File: config.mk
export PLATFORM = sky130hd
export DESIGN_NAME = abss_sched
export DESIGN_NICKNAME = d
export VERILOG_FILES = /design/src/core/abss_pkg.sv /design/src/core/abss_sched.sv
export SDC_FILE = /design/constraint.sdc
export NUM_CORES = 1
export LEC_CHECK = 0
export BUFFER_PORTS_ARGS = -buffer_cell sky130_fd_sc_hd__buf_2
export CAP_MARGIN = 30
export CORE_MARGIN = 2
export CORE_UTILIZATION = 35
export DETAILED_ROUTE_END_ITERATION = 8
export GPL_TIMING_DRIVEN = 0
export SLEW_MARGIN = 20
export SYNTH_ARGS = -nofsm -noshare
export SYNTH_HDL_FRONTEND = slang
export SYNTH_SLANG_ARGS = --single-unit
File: constraint.sdc
create_clock -name clk -period 6.2 [get_ports clk]
set_clock_uncertainty 0.2 [all_clocks]
set_input_delay 1.24 -clock clk [delete_from_list [all_inputs] [get_ports clk]]
set_output_delay 1.24 -clock clk [all_outputs]
set_load 0.02 [all_outputs]
File: src/core/abss_pkg.sv
//------------------------------------------------------------------------------
// Purpose: Shared constants for the beacon burst slot scheduler.
// Assumes: 100 MHz clock, one TDMA frame of 2250 slots per UTC minute.
// Notes:   Offsets are byte addresses on the plain register port.
//------------------------------------------------------------------------------
package abss_pkg;

  // ----------------------------------------------------------------------------
  // Clock and frame timing
  // ----------------------------------------------------------------------------
  localparam longint CLK_HZ          = 64'd100000000;  // System clock rate.
  localparam longint FRAME_S         = 64'd60;         // One frame is one UTC minute.
  localparam int     SLOTS_PER_FRAME = 2250;           // Slots in a frame.
  // Slot length in cycles, times three, so the 26.67 ms slot stays exact.
  localparam longint SLOT_CYC_X3_L   = (64'd3 * FRAME_S * CLK_HZ) / 64'd2250;
  localparam int unsigned SLOT_CYC_X3 = 32'(SLOT_CYC_X3_L);
  localparam int     FIRST_MSG_S     = 60;             // Latest first message after start.

  // ----------------------------------------------------------------------------
  // Schedule constants, in slots
  // ----------------------------------------------------------------------------
  localparam logic [11:0] FRAME_SLOTS  = 12'h8CA;  // 2250 slots.
  localparam logic [11:0] MSG_GAP      = 12'h04B;  // 75 slots between messages.
  localparam logic [11:0] BURST_SPAN   = 12'h20D;  // 525 slots, first to last message.
  localparam logic [11:0] REST_GAP     = 12'h6BD;  // 1725 slots, last to next first.
  localparam logic [11:0] INC_MIN      = 12'h7E9;  // 2025 slots, least reselect step.
  localparam logic [11:0] INC_MAX      = 12'h9AB;  // 2475 slots, largest reselect step.
  localparam logic [11:0] INC_SPAN     = 12'h1C2;  // 450 slots of spread.
  localparam logic [11:0] START_MIN    = 12'h026;  // 38 slots least start delay.
  localparam logic [2:0]  LAST_IDX     = 3'h7;     // Eight messages per burst.
  localparam logic [2:0]  TMO_START    = 3'h7;     // Time-out after a slot change.

  // ----------------------------------------------------------------------------
  // Message field values
  // ----------------------------------------------------------------------------
  localparam logic [5:0]  ID_POS       = 6'h01;
  localparam logic [5:0]  ID_TEXT      = 6'h0E;
  localparam logic [1:0]  REPEAT_NONE  = 2'h0;
  localparam logic [3:0]  NAV_SART     = 4'hE;     // Navigational status 14.
  localparam logic [7:0]  ROT_NA       = 8'h80;    // Rate of turn not available.
  localparam logic [8:0]  HEADING_NA   = 9'h1FF;   // True heading not available.
  localparam logic [5:0]  STAMP_NA     = 6'h3F;    // Time stamp 63.
  localparam logic [9:0]  SOG_NA       = 10'h3FF;
  localparam logic [11:0] COG_NA       = 12'hE10;
  localparam logic [27:0] LON_NA       = 28'h6791AC0;
  localparam logic [26:0] LAT_NA       = 27'h3412140;
  localparam logic [1:0]  SYNC_UTC     = 2'h0;
  localparam logic [1:0]  SYNC_LOST    = 2'h3;
  // Text MOB ACTIVE in six-bit characters, first character in the top bits.
  localparam logic [59:0] TEXT_MOB     = 60'h34F0A0043509585;

  // ----------------------------------------------------------------------------
  // Register map
  // ----------------------------------------------------------------------------
  localparam logic [7:0]  REG_CTRL     = 8'h00;    // Bit 0 starts the beacon.
  localparam logic [7:0]  REG_SELF_ID  = 8'h04;    // Own identity, 30 bits.
  localparam logic [7:0]  REG_STATUS   = 8'h08;    // Live schedule state.
  localparam logic [7:0]  REG_SLOT     = 8'h0C;    // Current slot number.
  localparam logic [15:0] LFSR_SEED    = 16'hACE1;

endpackage

File: src/core/abss_sched.sv
//------------------------------------------------------------------------------
// Purpose: Builds position and text reports and times their eight-message bursts.
// Assumes: Satellite receiver inputs are synchronous to clk.
// Notes:   One report is presented per transmit pulse, fields held until the next.
//------------------------------------------------------------------------------
//
// The address map and the strobed register port are this design's own decisions.
`timescale 1ns/1ps
module abss_sched
  import abss_pkg::*;
#(
  parameter int unsigned SLOT_CYC_X3_P = SLOT_CYC_X3  // Slot length times three, in cycles.
) (
  input  wire logic        clk,
  input  wire logic        arst_n,
  input  wire logic [7:0]  addr,
  input  wire logic [31:0] wdata,
  input  wire logic        wr,
  input  wire logic        rd,
  output logic [31:0]      rdata,
  input  wire logic        gnss_valid,
  input  wire logic        utc_pps,
  input  wire logic [5:0]  utc_sec,
  input  wire logic [4:0]  utc_hour,
  input  wire logic [6:0]  utc_min,
  input  wire logic [9:0]  speed_over_ground,
  input  wire logic [11:0] course_over_ground,
  input  wire logic [27:0] pos_lon,
  input  wire logic [26:0] pos_lat,
  input  wire logic        integrity_monitor_used,
  input  wire logic        integrity_monitor_acc,
  output logic             tx_valid,
  output logic             tx_channel,
  output logic [11:0]      tx_slot,
  output logic [5:0]       tx_msg_id,
  output logic [1:0]       tx_repeat,
  output logic [29:0]      tx_self_id,
  output logic [3:0]       tx_nav_status,
  output logic [7:0]       tx_rot,
  output logic [9:0]       tx_sog,
  output logic             tx_pos_acc,
  output logic [27:0]      tx_lon,
  output logic [26:0]      tx_lat,
  output logic [11:0]      tx_cog,
  output logic [8:0]       tx_heading,
  output logic [5:0]       tx_time_stamp,
  output logic             tx_integrity_flag,
  output logic [18:0]      tx_comm_state,
  output logic [59:0]      tx_text
);

  // ----------------------------------------------------------------------------
  // State record
  // ----------------------------------------------------------------------------
  typedef enum logic {ABSS_OFF, ABSS_RUN} abss_mode_t;

  typedef struct packed {
    abss_mode_t  mode;      // Beacon idle or scheduling.
    logic        start;     // Software start request.
    logic [29:0] self_id;   // Own identity.
    logic [31:0] acc;       // Slot phase accumulator.
    logic [11:0] slot;      // Current slot in the frame.
    logic [15:0] lfsr;      // Random source for slot picks.
    logic [11:0] wait_cnt;  // Slots until the next message.
    logic [2:0]  idx;       // Message position within the burst.
    logic [2:0]  tmo;       // Time-out of the current burst.
    logic [11:0] inc;       // Step to the next slot set.
    logic        tpend;     // A text report is owed.
    logic        tchan;     // Message index, 0 or 1, used for the next text.
    logic [1:0]  bcnt;      // Bursts modulo four.
    logic [9:0]  l_sog;     // Last valid speed.
    logic [11:0] l_cog;     // Last valid course.
    logic [27:0] l_lon;     // Last valid longitude.
    logic [26:0] l_lat;     // Last valid latitude.
    logic [31:0] rdata;     // Read data for one cycle.
    logic        tx_valid;
    logic        tx_channel;
    logic [11:0] tx_slot;
    logic [5:0]  tx_msg_id;
    logic [1:0]  tx_repeat;
    logic [29:0] tx_self_id;
    logic [3:0]  tx_nav_status;
    logic [7:0]  tx_rot;
    logic [9:0]  tx_sog;
    logic        tx_pos_acc;
    logic [27:0] tx_lon;
    logic [26:0] tx_lat;
    logic [11:0] tx_cog;
    logic [8:0]  tx_heading;
    logic [5:0]  tx_time_stamp;
    logic        tx_flag;
    logic [18:0] tx_comm;
    logic [59:0] tx_text;
  } abss_state_t;

  abss_state_t st;       // Registered state.
  abss_state_t next_st;  // Next state.

  // Slot tick and the helpers that the next-state logic shares.
  logic        tick;      // One cycle per slot boundary.
  logic        fire;      // A message goes out this cycle.
  logic        is_text;   // This message becomes the text report.
  logic [13:0] sub_msg;   // Communication sub-message.
  logic [11:0] pick;      // Fresh reselect step spread.

  assign tick = (st.acc >= SLOT_CYC_X3_P - 32'd3);
  assign fire = (st.mode == ABSS_RUN) && tick && (st.wait_cnt == 12'h001);
  assign is_text = st.tpend && (st.tmo != 3'h0) && (st.idx == {2'b00, st.tchan});
  assign pick = (st.lfsr[8:0] > INC_SPAN[8:0]) ? {4'h0, st.lfsr[7:0]}
                                               : {3'h0, st.lfsr[8:0]};

  // ----------------------------------------------------------------------------
  // Communication sub-message by time-out
  // ----------------------------------------------------------------------------
  // Chooses what the report announces from the current time-out value.
  always_comb begin
    unique case (st.tmo)
      3'h3, 3'h5, 3'h7: sub_msg = 14'h0000;
      3'h2, 3'h4, 3'h6: sub_msg = {2'b00, st.slot};
      3'h1:             sub_msg = {utc_hour, utc_min, 2'b00};
      3'h0:             sub_msg = {2'b00, st.inc};
    endcase
  end

  // ----------------------------------------------------------------------------
  // Next-state logic
  // ----------------------------------------------------------------------------
  // Runs the slot clock, the burst schedule, the report builder and the registers.
  always_comb begin
    next_st = st;
    next_st.tx_valid = 1'b0;
    next_st.rdata = 32'h0000_0000;
    next_st.lfsr = {st.lfsr[14:0], st.lfsr[15] ^ st.lfsr[13] ^ st.lfsr[12] ^ st.lfsr[10]};
    // Slot phase advances by three each cycle; whole slots roll into the frame count.
    if (tick) begin
      next_st.acc = st.acc + 32'd3 - SLOT_CYC_X3_P;
      next_st.slot = (st.slot == FRAME_SLOTS - 12'h001) ? 12'h000 : st.slot + 12'h001;
    end else begin
      next_st.acc = st.acc + 32'd3;
    end
    // An even UTC second starts exactly on a slot boundary, so realign there.
    if (utc_pps && gnss_valid && !utc_sec[0]) begin
      next_st.acc = 32'h0000_0000;
      next_st.slot = 12'(utc_sec[5:1]) * MSG_GAP;
    end
    // Keep the last valid fix for use once positioning is lost.
    if (gnss_valid) begin
      next_st.l_sog = speed_over_ground;
      next_st.l_cog = course_over_ground;
      next_st.l_lon = pos_lon;
      next_st.l_lat = pos_lat;
    end
    // Register writes.
    if (wr) begin
      if (addr == REG_CTRL) begin
        next_st.start = wdata[0];
      end else if (addr == REG_SELF_ID) begin
        next_st.self_id = wdata[29:0];
      end
    end
    // Register reads; unmapped addresses read zero.
    if (rd) begin
      unique case (addr)
        REG_CTRL:    next_st.rdata = {31'h0, st.start};
        REG_SELF_ID: next_st.rdata = {2'b00, st.self_id};
        REG_STATUS:  next_st.rdata = {16'h0, st.bcnt, st.tpend, st.tchan, gnss_valid,
                                      st.idx, st.tmo, 4'h0, st.mode == ABSS_RUN};
        REG_SLOT:    next_st.rdata = {20'h0, st.slot};
        default:     next_st.rdata = 32'h0000_0000;
      endcase
    end
    unique case (st.mode)
      // Idle: on start, place the first message within a few seconds.
      ABSS_OFF: begin
        if (st.start) begin
          next_st.mode = ABSS_RUN;
          next_st.wait_cnt = START_MIN + {4'h0, st.lfsr[7:0]};
          next_st.idx = 3'h0;
          next_st.tmo = TMO_START;
          next_st.inc = FRAME_SLOTS;
          next_st.tpend = 1'b1;
          next_st.tchan = 1'b0;
          next_st.bcnt = 2'h0;
        end
      end
      // Running: count slots down to each message of the burst.
      ABSS_RUN: begin
        if (!st.start) begin
          next_st.mode = ABSS_OFF;
        end else if (tick) begin
          next_st.wait_cnt = st.wait_cnt - 12'h001;
          if (fire) begin
            next_st.tx_valid = 1'b1;
            next_st.tx_channel = st.idx[0];
            next_st.tx_slot = st.slot;
            next_st.tx_repeat = REPEAT_NONE;
            next_st.tx_self_id = st.self_id;
            next_st.tx_nav_status = NAV_SART;
            next_st.tx_rot = ROT_NA;
            next_st.tx_heading = HEADING_NA;
            next_st.tx_text = TEXT_MOB;
            // Sync state tells whether slot timing comes straight from UTC.
            next_st.tx_comm = {gnss_valid ? SYNC_UTC : SYNC_LOST, st.tmo, sub_msg};
            if (is_text) begin
              next_st.tx_msg_id = ID_TEXT;
              next_st.tpend = 1'b0;
              next_st.tchan = ~st.tchan;
            end else begin
              next_st.tx_msg_id = ID_POS;
            end
            // Fix is sampled per message while positioning is valid; otherwise the last valid fix is sent.
            if (gnss_valid) begin
              next_st.tx_sog = speed_over_ground;
              next_st.tx_cog = course_over_ground;
              next_st.tx_lon = pos_lon;
              next_st.tx_lat = pos_lat;
              next_st.tx_pos_acc = integrity_monitor_used & integrity_monitor_acc;
              next_st.tx_flag = integrity_monitor_used;
              next_st.tx_time_stamp = utc_sec;
            end else begin
              next_st.tx_sog = st.l_sog;
              next_st.tx_cog = st.l_cog;
              next_st.tx_lon = st.l_lon;
              next_st.tx_lat = st.l_lat;
              next_st.tx_pos_acc = 1'b0;
              next_st.tx_flag = 1'b0;
              next_st.tx_time_stamp = STAMP_NA;
            end
            if (st.idx != LAST_IDX) begin
              next_st.idx = st.idx + 3'h1;
              next_st.wait_cnt = MSG_GAP;
            end else begin
              // Burst done: next one a frame later, or one step later on reselect.
              next_st.idx = 3'h0;
              next_st.bcnt = st.bcnt + 2'h1;
              if (st.bcnt == 2'h3) begin
                next_st.tpend = 1'b1;
              end
              if (st.tmo == 3'h0) begin
                next_st.wait_cnt = st.inc - BURST_SPAN;
                next_st.tmo = TMO_START;
              end else begin
                next_st.wait_cnt = REST_GAP;
                next_st.tmo = st.tmo - 3'h1;
              end
              // The step is drawn one burst early so time-out 0 can announce it.
              if (st.tmo == 3'h1) begin
                next_st.inc = INC_MIN + pick;
              end
            end
          end
        end
      end
    endcase
  end

  // ----------------------------------------------------------------------------
  // State register
  // ----------------------------------------------------------------------------
  // Holds the whole record; reset leaves the beacon idle with the held fix not available.
  always_ff @(posedge clk or negedge arst_n) begin
    if (!arst_n) begin
      st <= '0;
      st.mode <= ABSS_OFF;
      st.lfsr <= LFSR_SEED;
      st.tmo <= TMO_START;
      st.inc <= FRAME_SLOTS;
      st.l_sog <= SOG_NA;
      st.l_cog <= COG_NA;
      st.l_lon <= LON_NA;
      st.l_lat <= LAT_NA;
    end else begin
      st <= next_st;
    end
  end

  // Outputs come straight from the state record.
  assign rdata = st.rdata;
  assign tx_valid = st.tx_valid;
  assign tx_channel = st.tx_channel;
  assign tx_slot = st.tx_slot;
  assign tx_msg_id = st.tx_msg_id;
  assign tx_repeat = st.tx_repeat;
  assign tx_self_id = st.tx_self_id;
  assign tx_nav_status = st.tx_nav_status;
  assign tx_rot = st.tx_rot;
  assign tx_sog = st.tx_sog;
  assign tx_pos_acc = st.tx_pos_acc;
  assign tx_lon = st.tx_lon;
  assign tx_lat = st.tx_lat;
  assign tx_cog = st.tx_cog;
  assign tx_heading = st.tx_heading;
  assign tx_time_stamp = st.tx_time_stamp;
  assign tx_integrity_flag = st.tx_flag;
  assign tx_comm_state = st.tx_comm;
  assign tx_text = st.tx_text;

  // ----------------------------------------------------------------------------
  // Checks
  // ----------------------------------------------------------------------------
  logic [11:0] gap;       // Slots since the last message.
  logic        prev_ch;   // Channel of the last message.
  logic        seen;      // At least one message has gone out.

  // Tracks spacing between messages for the checks below.
  always_ff @(posedge clk or negedge arst_n) begin
    if (!arst_n) begin
      gap <= 12'h000;
      prev_ch <= 1'b0;
      seen <= 1'b0;
    end else if (fire) begin
      gap <= 12'h001;
      prev_ch <= st.idx[0];
      seen <= 1'b1;
    end else if (tick && gap != 12'hFFF) begin
      gap <= gap + 12'h001;
    end
  end
endmodule

==> results of run 1 <==
-- registers in the layout, indices dropped and copies added (netlist names), 2 cells and up --
signal         flops
tx_lat            27
st               188
rdata             30
next_st           15
tx_msg_id          2
tx_sog            10
tx_lon            28
tx_time_stamp      6
tx_comm_state     18
tx_self_id        30
tx_cog            12
tx_slot           12
-- layer usage --
metal	global-route usage, %	routed length [um]
met1	24.09	23080
met2	28.58	24420
met3	4.569	4148
met4	5.289	1142
met5	0	35
-- cell families after synthesis --
family / after synthesis / share of synthesized area, %
fa+ha+maj: 40 / 2.675
buf+inv: 392 / 12.73
other cells: 1 / 0.01918
flops: 383 / 49.34
simple gates: 495 / 12.05
mux: 201 / 11.60
xor+xnor: 76 / 3.443
compound gates: 235 / 8.148
-- metrics by stage --
step                      worst slack, ns  hold WS [ns]
after floorplan                     2.306        0.1330
after global placement             -3.958        0.1373
after detailed placement            1.786        0.1376
after CTS                           2.161        0.1666
after global routing                1.895        0.1691
final                               2.195        0.1665
-- synth_stat cells, drive strengths merged (5+ instances only) --
cell,instances,share of area [%]
a211oi,6,0.28
a21o,12,0.46
a21oi,32,0.86
a222oi,10,0.51
a22oi,16,0.61
a31oi,19,0.61
and2,18,0.58
and3,26,0.86
buf,291,11
clkbuf,61,1.2
dfrtp,334,43
dfstp,49,6.6
ha,37,2.4
inv,40,0.77
mux2,194,11
mux2i,6,0.31
nand2,219,4.2
nand2b,10,0.32
nand3,35,0.95
nand4,14,0.48
nor2,91,1.7
nor2b,9,0.29
nor3,28,0.86
nor4,13,0.49
o211ai,10,0.41
o21ai,76,1.9
o221ai,5,0.22
o31ai,7,0.27
or3,5,0.16
or4,6,0.23
xnor2,47,2.1
xor2,29,1.3
-- how the worst max path moves through the flow --
| stage | start | end | slack (ns) |
|---|---|---|---|
| 2_1_floorplan | utc_sec[3] | st[406]$_DFFE_PN0P_ | 2.31 |
| 3_3_place_gp | arst_n | st[331]$_DFFE_PN0P_ | -3.96 |
| 3_5_place_dp | gnss_valid | tx_lon[18]$_DFFE_PN0P_ | 1.79 |
| 4_1_cts | st[408]$_DFF_PN0_ | tx_slot[9]$_DFFE_PN0P_ | 2.16 |
| 5_1_grt | st[408]$_DFF_PN0_ | tx_slot[9]$_DFFE_PN0P_ | 1.89 |
| 6_report | st[408]$_DFF_PN0_ | tx_slot[9]$_DFFE_PN0P_ | 2.20 |
-- power by group through the flow --
stage                     registers (mW)  logic (mW)  clock network [mW]
after floorplan                     2.96        1.01                   0
after global placement              3.06        1.32                   0
after detailed placement            3.07        1.36                   0
after CTS                           3.03        1.37                2.96
after global routing                3.07        1.53                3.05
final                               3.03        1.37                2.87
-- final cells by class --
class	instances	area, um^2
Fill cell	5354	30970
Sequential cell	383	9646
Multi-Input combinational cell	1100	7610
Buffer	352	2338
Timing Repair Buffer	360	1912
Clock buffer	60	1272
Tap cell	748	935.9
Clock inverter	24	361.6
Inverter	40	150.1
Antenna cell	2	5.005
-- worst max-delay path, stage by stage, from the launching register on --
cell and delay (ns):
dfrtp_1 0.47, inv_1 0.08, ha_1 0.26, a2111oi_0 0.52, o311a_1 0.44, o21a_1 0.35, and2_1 0.22, buf_2 0.37
buf_2 0.38, clkbuf_1 0.41, nand2_1 0.15, nand2_1 0.11
==> results.sh, run 1 <==
export IMPL_synth_edff_count=0
export IMPL_die_area_um2=57760
export IMPL_fin_nets=2465
export IMPL_powerDensity_nw_per_um2=300.2
export IMPL_synth_cell_type_count=84
export IMPL_drtAntennaViolNets=0
export IMPL_fp_coreArea_um2=55200
export IMPL_dp_cells=2982
export IMPL_ys_ff_latch=383
export IMPL_syn2layout_area_growth_pct=23.95
export IMPL_wl_per_cell_um=17.21
export IMPL_power_frac_seq_pct=41.7
export IMPL_cts_tree="yes"
export IMPL_setup_tns_ns=0
export IMPL_syn_avg_cell_area_um2=10.72
export IMPL_fmax_ghz=0.2497
export IMPL_dp_hpwl_um=39660
export IMPL_cp_max_fo=10
export IMPL_switchingPower_mw=2.188
export IMPL_setup_viol=0
export IMPL_critPathArrivalTime_ns=4.33
export IMPL_crit_type="flip-flop to flip-flop"
export IMPL_grt_max_degree=95
export IMPL_stdcell_area_um2=24230
export IMPL_hp_class="flip-flop to flip-flop"
export IMPL_cts_buffers_inserted=45
export IMPL_final_util_pct=43.90
export IMPL_cts_resized=0
export IMPL_max_slew_margin_pct=35.96
export IMPL_status="completed"
export IMPL_period_needed_ns=4.005
export IMPL_cts_root_buf="clkbuf_16"
export IMPL_postCtsSetupBuffers=0
export IMPL_htreeDepth=2
export IMPL_min_delay_path_depth=0
export IMPL_worstReg2RegEnd="tx_slot[9]$_DFFE_PN0P_"
export IMPL_drtPass1Iterations=6
export IMPL_finalPower_mw=7.275
export IMPL_timing_hold_violations_final=0
export IMPL_ios=412
export IMPL_min_period_over_period_pct=64.59
export IMPL_power_frac_clock_pct=39.5
export IMPL_hold_start="next_st[387]$_DFF_PN1_"
export IMPL_numClockSinks=383
export IMPL_grt_pass1_wl_um=80360
export IMPL_max_cap_viol_count=0
export IMPL_seq_area_frac_synth_pct=49.34
export IMPL_reg2reg_depth=11
export IMPL_io_buffer_count=355
export IMPL_yosysWarnings=0
export IMPL_combPwrFrac_pct=18.9
export IMPL_peakVddDrop_mv=0.2063
export IMPL_crit_reg2reg_launch="st[408]$_DFF_PN0_"
export IMPL_place_area_um2=22580
export IMPL_r2r_setup_slack_ns=2.20
export IMPL_cellLeakagePower_nw=12.49
export IMPL_die_w_um=240.3
export IMPL_synth_ff_type="dfrtp_1"
export IMPL_drc_errors=0
export IMPL_final_common_cell="buf_2"
export IMPL_ctsHoldBuffers=0
export IMPL_grt_pass1_vias=14150
export IMPL_switching_share_pct=30.07
export IMPL_track_usage_pct=17.96
export IMPL_path_clk_slew_ns=0.06
export IMPL_gp_congestion=0.8665
export IMPL_clock_tree_buffer_depth=3
export IMPL_num_vias=14560
export IMPL_syn_inst=1823
export IMPL_drt_iter0_drc=998
export IMPL_async_flop_share_pct=100.0
export IMPL_whs_endpoint="next_st[388]$_DFF_PN1_"
export IMPL_grt_antenna_before_repair=4
export IMPL_netlist_area_um2=19550
export IMPL_dieHeight_um=240.3
export IMPL_maxSlewViolCount=0
export IMPL_fp_row_count=86
export IMPL_cp_required_ns=6.52
export IMPL_final_cells=3069
export IMPL_vias_per_cell=4.745
export IMPL_worstMarginPinSlew_ns=0.9606
export IMPL_drt_total_wl_um=52830
export IMPL_layout_common_cells="buf_2 (372), dfrtp_1 (334), buf_4 (265)"
export IMPL_rsz0062_at_grt="no"
export IMPL_drive_above_1_share_pct=42.13
export IMPL_p_int_mw=5.087
export IMPL_cp_start_kind="flip-flop"
export IMPL_grt_overflow=0
export IMPL_end_kind="flip-flop"
export IMPL_clock_latency_ns=0.59
export IMPL_initial_core_util_pct=35.41
No activity file was read; power rests on OpenSTA's default activity.
==> run 2, diff against run 1 <==
==> constraint.sdc (replaced) <==
create_clock -name clk -period 3.2 [get_ports clk]
set_clock_uncertainty 0.2 [all_clocks]
set_input_delay 0.64 -clock clk [delete_from_list [all_inputs] [get_ports clk]]
set_output_delay 0.64 -clock clk [all_outputs]
set_load 0.02 [all_outputs]
==> run 2 against run 1 <==
Net effect:
- register-to-register slack worse by 2.1 ns
- worst setup slack worse by 2.1 ns
- global-route usage down 0.52 points
==> results.sh, run 2 (synthesized netlist as in run 1, its figures left out) <==
export IMPL_worstMarginPinSlew_ns=0.9532
export IMPL_cellLeakagePower_nw=12.62
export IMPL_largest_reg_flops=188
export IMPL_p_int_mw=9.689
export IMPL_cp_cell_sequence="inv_2 -> ha_4 -> and3b_1 -> buf_6 -> nand3_1 -> o31a_1 -> nor3_4 -> nand3_2 -> a2111oi_2 -> xnor2_1 -> nor2_1"
export IMPL_combPwrFrac_pct=21.0
export IMPL_cts_buffers_inserted=44
export IMPL_cpPeakStageDelay_ns=0.45
export IMPL_power_frac_clock_pct=36.6
export IMPL_peakVddDrop_mv=0.3962
export IMPL_power_frac_seq_pct=42.3
export IMPL_setup_tns_ns=0
export IMPL_period_needed_ns=3.099
export IMPL_fp_row_count=86
export IMPL_switching_share_pct=30.67
export IMPL_die_w_um=240.3
export IMPL_dieHeight_um=240.3
export IMPL_cp_num_buf_inv=2
export IMPL_track_usage_pct=17.44
export IMPL_cpMaxStageDelayCell="a2111oi_2"
export IMPL_stdcell_area_um2=24530
export IMPL_gp_congestion=0.8940
export IMPL_fin_nets=2483
export IMPL_critPathArrivalTime_ns=3.33
export IMPL_drc_errors=0
export IMPL_timing_hold_violations_final=0
export IMPL_max_cap_viol_count=0
export IMPL_finalPower_mw=13.98
export IMPL_cp_required_ns=3.43
export IMPL_num_fill_cells=5278
export IMPL_end_kind="flip-flop"
export IMPL_wl_per_cell_um=16.70
export IMPL_clock_tree_buffer_depth=3
export IMPL_drive_above_1_share_pct=44.39
export IMPL_drt_total_wl_um=51530
export IMPL_status="completed"
export IMPL_grt_antenna_before_repair=5
export IMPL_initial_core_util_pct=35.41
export IMPL_clock_latency_ns=0.59
export IMPL_ios=412
export IMPL_layout_common_cells="buf_2 (364), dfrtp_1 (330), buf_4 (289)"
export IMPL_fp_coreArea_um2=55200
export IMPL_cp_max_fo=6
export IMPL_hp_class="input port to flip-flop"
export IMPL_drtPass1Iterations=5
export IMPL_fmax_ghz=0.3227
export IMPL_min_period_over_period_pct=96.85
export IMPL_drt_iter0_drc=738
export IMPL_cp_start_kind="flip-flop"
export IMPL_die_area_um2=57760
export IMPL_rsz0062_at_grt="yes"
export IMPL_place_area_um2=22610
export IMPL_switchingPower_mw=4.286
export IMPL_crit_type="flip-flop to flip-flop"
export IMPL_grt_pass1_vias=14440
export IMPL_drtAntennaViolNets=0
export IMPL_powerDensity_nw_per_um2=569.7
export IMPL_dp_hpwl_um=37910
export IMPL_setup_viol=0
export IMPL_path_clk_slew_ns=0.06
export IMPL_grt_overflow=0
export IMPL_crit_family="simple AND/OR/NAND/NOR gates"
export IMPL_cts_tree="yes"
export IMPL_grt_max_degree=93
export IMPL_maxSlewViolCount=0
export IMPL_top_register="st"
export IMPL_vias_per_cell=4.736
export IMPL_num_vias=14620
export IMPL_htreeDepth=2
export IMPL_numClockSinks=383
export IMPL_io_buffer_count=355
export IMPL_final_common_cell="buf_2"
export IMPL_cts_root_buf="clkbuf_16"
export IMPL_max_slew_margin_pct=36.45
export IMPL_grt_pass1_wl_um=79140
export IMPL_syn2layout_area_growth_pct=25.50
-- run 2: changes by cell type in the layout (fill, tap and decap cells not counted), sizes merged --
cell	before	now
buf	651	669
bufinv	7	4
clkbuf	121	129
clkinv	9	10
clkinvlp	3	0
dlygate4sd3	0	1
inv	45	40
-- run 2: metal layers --
metal  vias to the layer above  wire [um]  GRT usage (%)
met2                       422      24970          28.62
met1                      7211      21840          22.71
li1                       6896          -              -
met3                        83       3278          3.949
met4                         4       1420          5.816
met5                         -         23              0
-- run 2: area by class of cell --
cell class	count	area (um^2)	area share, %
diodes	2	5.005	0.02040
plain buffers	350	2391	9.746
inverters	40	150.1	0.6120
clock inverters	14	203.9	0.8313
flip-flops and latches	383	9651	39.34
well taps	748	935.9	3.815
repair buffers	381	2072	8.446
clock buffers	68	1271	5.182
multi-input cells	1100	7854	32.01
-- run 2: metrics by stage --
step | utilization (%) | cells | setup WS (ns) | hold slack, ns
3_3_place_gp | 40.73 | 2978 | -6.230 | 0.1400
6_report | 44.44 | 3086 | 0.1009 | 0.08019
4_1_cts | 43.94 | 3073 | -0.01734 | 0.03770
2_1_floorplan | - | 1875 | 0.01113 | 0.1330
3_5_place_dp | 40.95 | 2982 | -0.9309 | 0.1376
5_1_grt | 44.44 | 3086 | -0.05511 | 0.06088
-- run 2: worst register-to-register path, cell delays in order, from the launching register on --
cell       delay [ns]
dfrtp_2          0.41
inv_2            0.07
ha_4             0.19
and3b_1          0.23
buf_6            0.13
nand3_1          0.19
o31a_1           0.35
nor3_4           0.35
nand3_2          0.19
a2111oi_2        0.45
xnor2_1          0.16
nor2_1           0.05
-- run 2: final timing paths --
kind                                        start  slack, ns                       endpoint  cells past startpoint
max                             st[409]$_DFF_PN0_       0.10              st[438]$_DFF_PN0_                     11
min                                   utc_hour[4]       0.08  tx_comm_state[13]$_DFFE_PN0P_                      3
max reg2reg                     st[409]$_DFF_PN0_       0.10              st[438]$_DFF_PN0_                     11
min reg2reg                next_st[390]$_DFF_PN0_       0.15         next_st[391]$_DFF_PN1_                      0
max in group asynchronous                  arst_n       1.20            st[333]$_DFFE_PN1P_                      4
min in group asynchronous                  arst_n       0.34            st[461]$_DFFE_PN0P_                      2
-- run 2: power by group through the flow --
stage                     combinational, mW  clock (mW)  sequential [mW]
after global routing                   3.27        5.49             5.97
after detailed placement               2.64           0             5.95
after CTS                              2.75        5.30             5.88
after global placement                 2.55           0             5.94
final                                  2.94        5.12             5.92
after floorplan                        1.98           0             5.73
-- run 2: what timing repair did --
| action | CTS | global route |
|---|---|---|
| endpoints found under the setup margin | 203 | 161 |
| gates resized for setup | 35 | 55 |
| pin swaps | 8 | 14 |
| hold endpoints to repair | 36 | 0 |
| hold buffers | 1 | 0 |
| buffers inserted | 9 | 11 |
==> run 3, diff against run 2 <==
--- a/config.mk
+++ b/config.mk
@@ -7,10 +7,13 @@
 export LEC_CHECK = 0
 export BUFFER_PORTS_ARGS = -buffer_cell sky130_fd_sc_hd__buf_2
 export CAP_MARGIN = 30
+export CORE_ASPECT_RATIO = 0.7
 export CORE_MARGIN = 2
 export CORE_UTILIZATION = 35
+export CTS_BUF_LIST = sky130_fd_sc_hd__clkbuf_4 sky130_fd_sc_hd__clkbuf_8 sky130_fd_sc_hd__clkbuf_16
 export DETAILED_ROUTE_END_ITERATION = 8
 export GPL_TIMING_DRIVEN = 0
+export PLACE_DENSITY_LB_ADDON = 0.25
 export SLEW_MARGIN = 20
 export SYNTH_ARGS = -nofsm -noshare
 export SYNTH_HDL_FRONTEND = slang
==> run 3 against run 2 <==
Net effect:
- worst setup slack worse by 0.046 ns
- via count is 0.46% higher
- clock power is 0.8% higher
- hold slack better by 0.035 ns
- register-to-register slack worse by 0.05 ns
- non-clock buffer count is 7 higher
- critical path depth stayed put
- sequential share of layout area is 0.18 points lower
- count of clock-buffer cells in the layout is 7 lower
- total power is 1.5% higher
- global-route usage is 1.6 points higher
- sequential power hardly changed
- critical endpoint is now st[430]$_DFF_PN0_
- largest power group unchanged
==> results.sh, run 3 (synthesized netlist as in run 1, its figures left out) <==
export IMPL_status="completed"
export IMPL_num_fill_cells=5250
export IMPL_fin_nets=2488
export IMPL_drive_above_1_share_pct=45.19
export IMPL_syn2layout_area_growth_pct=26.06
export IMPL_grt_pass1_wl_um=85870
export IMPL_cpMaxStageDelayCell="or4_4"
export IMPL_hp_class="input port to flip-flop"
export IMPL_grt_overflow=0
export IMPL_cp_cell_sequence="inv_2 -> ha_4 -> nand3b_2 -> or4_4 -> a211oi_4 -> a211oi_2 -> buf_4 -> a2111oi_4 -> or3_4 -> xnor2_2 -> nor2_1"
export IMPL_fin_ws_ns=0.05447
export IMPL_min_period_over_period_pct=98.30
export IMPL_dp_cells=2974
export IMPL_crit_end="st[430]$_DFF_PN0_"
export IMPL_path_clk_slew_ns=0.06
export IMPL_fp_coreArea_um2=55220
export IMPL_max_cap_viol_count=0
export IMPL_drt_iter0_drc=1012
export IMPL_cp_required_ns=3.41
export IMPL_layout_common_cells="buf_2 (366), dfrtp_1 (331), buf_4 (295)"
export IMPL_cts_root_buf="clkbuf_16"
export IMPL_dp_slack_ns=-1.106
export IMPL_critPathLaunch="st[409]$_DFF_PN0_"
export IMPL_period_needed_ns=3.146
export IMPL_die_area_um2=57790
export IMPL_fmax_ghz=0.3179
export IMPL_setup_viol=0
export IMPL_fp_row_count=72
export IMPL_ios=412
export IMPL_max_slew_margin_pct=43.92
export IMPL_finalPower_mw=14.19
export IMPL_grt_max_degree=100
export IMPL_end_kind="flip-flop"
export IMPL_rsz0062_at_grt="yes"
export IMPL_maxSlewViolCount=0
export IMPL_top_register="st"
export IMPL_drc_errors=0
export IMPL_vias_per_cell=4.759
export IMPL_cpPeakStageDelay_ns=0.61
export IMPL_timing_hold_violations_final=0
export IMPL_dp_hpwl_um=41310
export IMPL_die_w_um=286.5
export IMPL_initial_core_util_pct=35.40
export IMPL_grt_antenna_before_repair=12
export IMPL_largest_reg_flops=188
export IMPL_setup_tns_ns=0
export IMPL_drt_total_wl_um=55980
export IMPL_crit_reg2reg_launch="st[409]$_DFF_PN0_"
export IMPL_r2r_setup_slack_ns=0.05
export IMPL_worstMarginPinSlew_ns=0.8412
export IMPL_track_usage_pct=19.00
export IMPL_clock_latency_ns=0.55
export IMPL_crit_family="simple AND/OR/NAND/NOR gates"
export IMPL_stdcell_area_um2=24640
export IMPL_cp_max_fo=6
export IMPL_place_area_um2=22600
export IMPL_wl_per_cell_um=18.15
export IMPL_numClockSinks=383
export IMPL_worst_path_stages=11
export IMPL_cellLeakagePower_nw=12.68
export IMPL_drtAntennaViolNets=0
export IMPL_cts_buffers_inserted=42
export IMPL_reg2reg_depth=11
export IMPL_worstReg2RegEnd="st[430]$_DFF_PN0_"
export IMPL_cp_num_buf_inv=2
export IMPL_cp_start_kind="flip-flop"
export IMPL_grt_pass1_vias=14600
export IMPL_critPathArrivalTime_ns=3.36
export IMPL_num_vias=14680
export IMPL_gp_congestion=0.8643
export IMPL_cts_tree="yes"
export IMPL_clock_tree_buffer_depth=3
export IMPL_powerDensity_nw_per_um2=575.9
export IMPL_drtPass1Iterations=6
export IMPL_htreeDepth=2
export IMPL_crit_type="flip-flop to flip-flop"
export IMPL_final_common_cell="buf_2"
export IMPL_peakVddDrop_mv=0.4222
export IMPL_dieHeight_um=201.7
export IMPL_final_cells=3085
export IMPL_io_buffer_count=355
## run 3: cell count changes in the layout (fill, tap and decap cells not counted), sizes merged
cell / previous run / this run
buf: 669 / 679
bufinv: 4 / 3
clkbuf: 129 / 119
clkinv: 10 / 12
clkinvlp: 0 / 2
diode: 2 / 6
## run 3: metal layers
layer,up-vias,wire (um),GRT usage [%]
li1,6924,-,-
met1,7186,24580,25.77
met2,484,25100,29.06
met3,79,5017,6.417
met4,10,1220,4.787
met5,-,68,0
## run 3: layout make-up
| class | instances | area [um^2] | area share [%] |
|---|---|---|---|
| Sequential cell | 383 | 9649 | 39.16 |
| Multi-Input combinational cell | 1100 | 7868 | 31.93 |
| Buffer | 350 | 2405 | 9.758 |
| Timing Repair Buffer | 388 | 2136 | 8.667 |
| Clock buffer | 61 | 1292 | 5.245 |
| Tap cell | 740 | 925.9 | 3.757 |
| Clock inverter | 17 | 202.7 | 0.8225 |
| Inverter | 40 | 150.1 | 0.6093 |
| Antenna cell | 6 | 15.01 | 0.06093 |
## run 3: what timing repair did
| item | CTS | global route |
|---|---|---|
| buffers inserted | 19 | 8 |
| endpoints found under the hold margin | 42 | 0 |
| pin swaps | 17 | 21 |
| hold buffers | 1 | 0 |
| endpoints found under the setup margin | 198 | 144 |
| resized for setup | 45 | 52 |
## run 3: power by group
part / leakage, nW / internal [mW] / switching [mW]
logic: 7.06 / 1.34 / 1.74
clock network: 0.745 / 3.07 / 2.09
registers: 4.88 / 5.33 / 0.614
total: 12.7 / 9.75 / 4.44
## run 3: how the worst min path moves through the flow
stage	from	cells past startpoint	slack [ns]	end
after floorplan	next_st[390]$_DFF_PN0_	0	0.13	next_st[391]$_DFF_PN1_
after global placement	next_st[390]$_DFF_PN0_	0	0.14	next_st[391]$_DFF_PN1_
after detailed placement	next_st[390]$_DFF_PN0_	0	0.14	next_st[391]$_DFF_PN1_
after CTS	wdata[17]	2	0.09	st[457]$_DFFE_PN0P_
after global routing	wdata[13]	2	0.09	st[453]$_DFFE_PN0P_
final	wdata[7]	2	0.12	st[447]$_DFFE_PN0P_
## run 3: metrics by stage
step	util [%]	hold slack, ns
5_1_grt	44.62	0.08667
6_report	44.63	0.1153
3_5_place_dp	40.92	0.1391
3_3_place_gp	40.70	0.1376
4_1_cts	44.13	0.09013
2_1_floorplan	-	0.1330
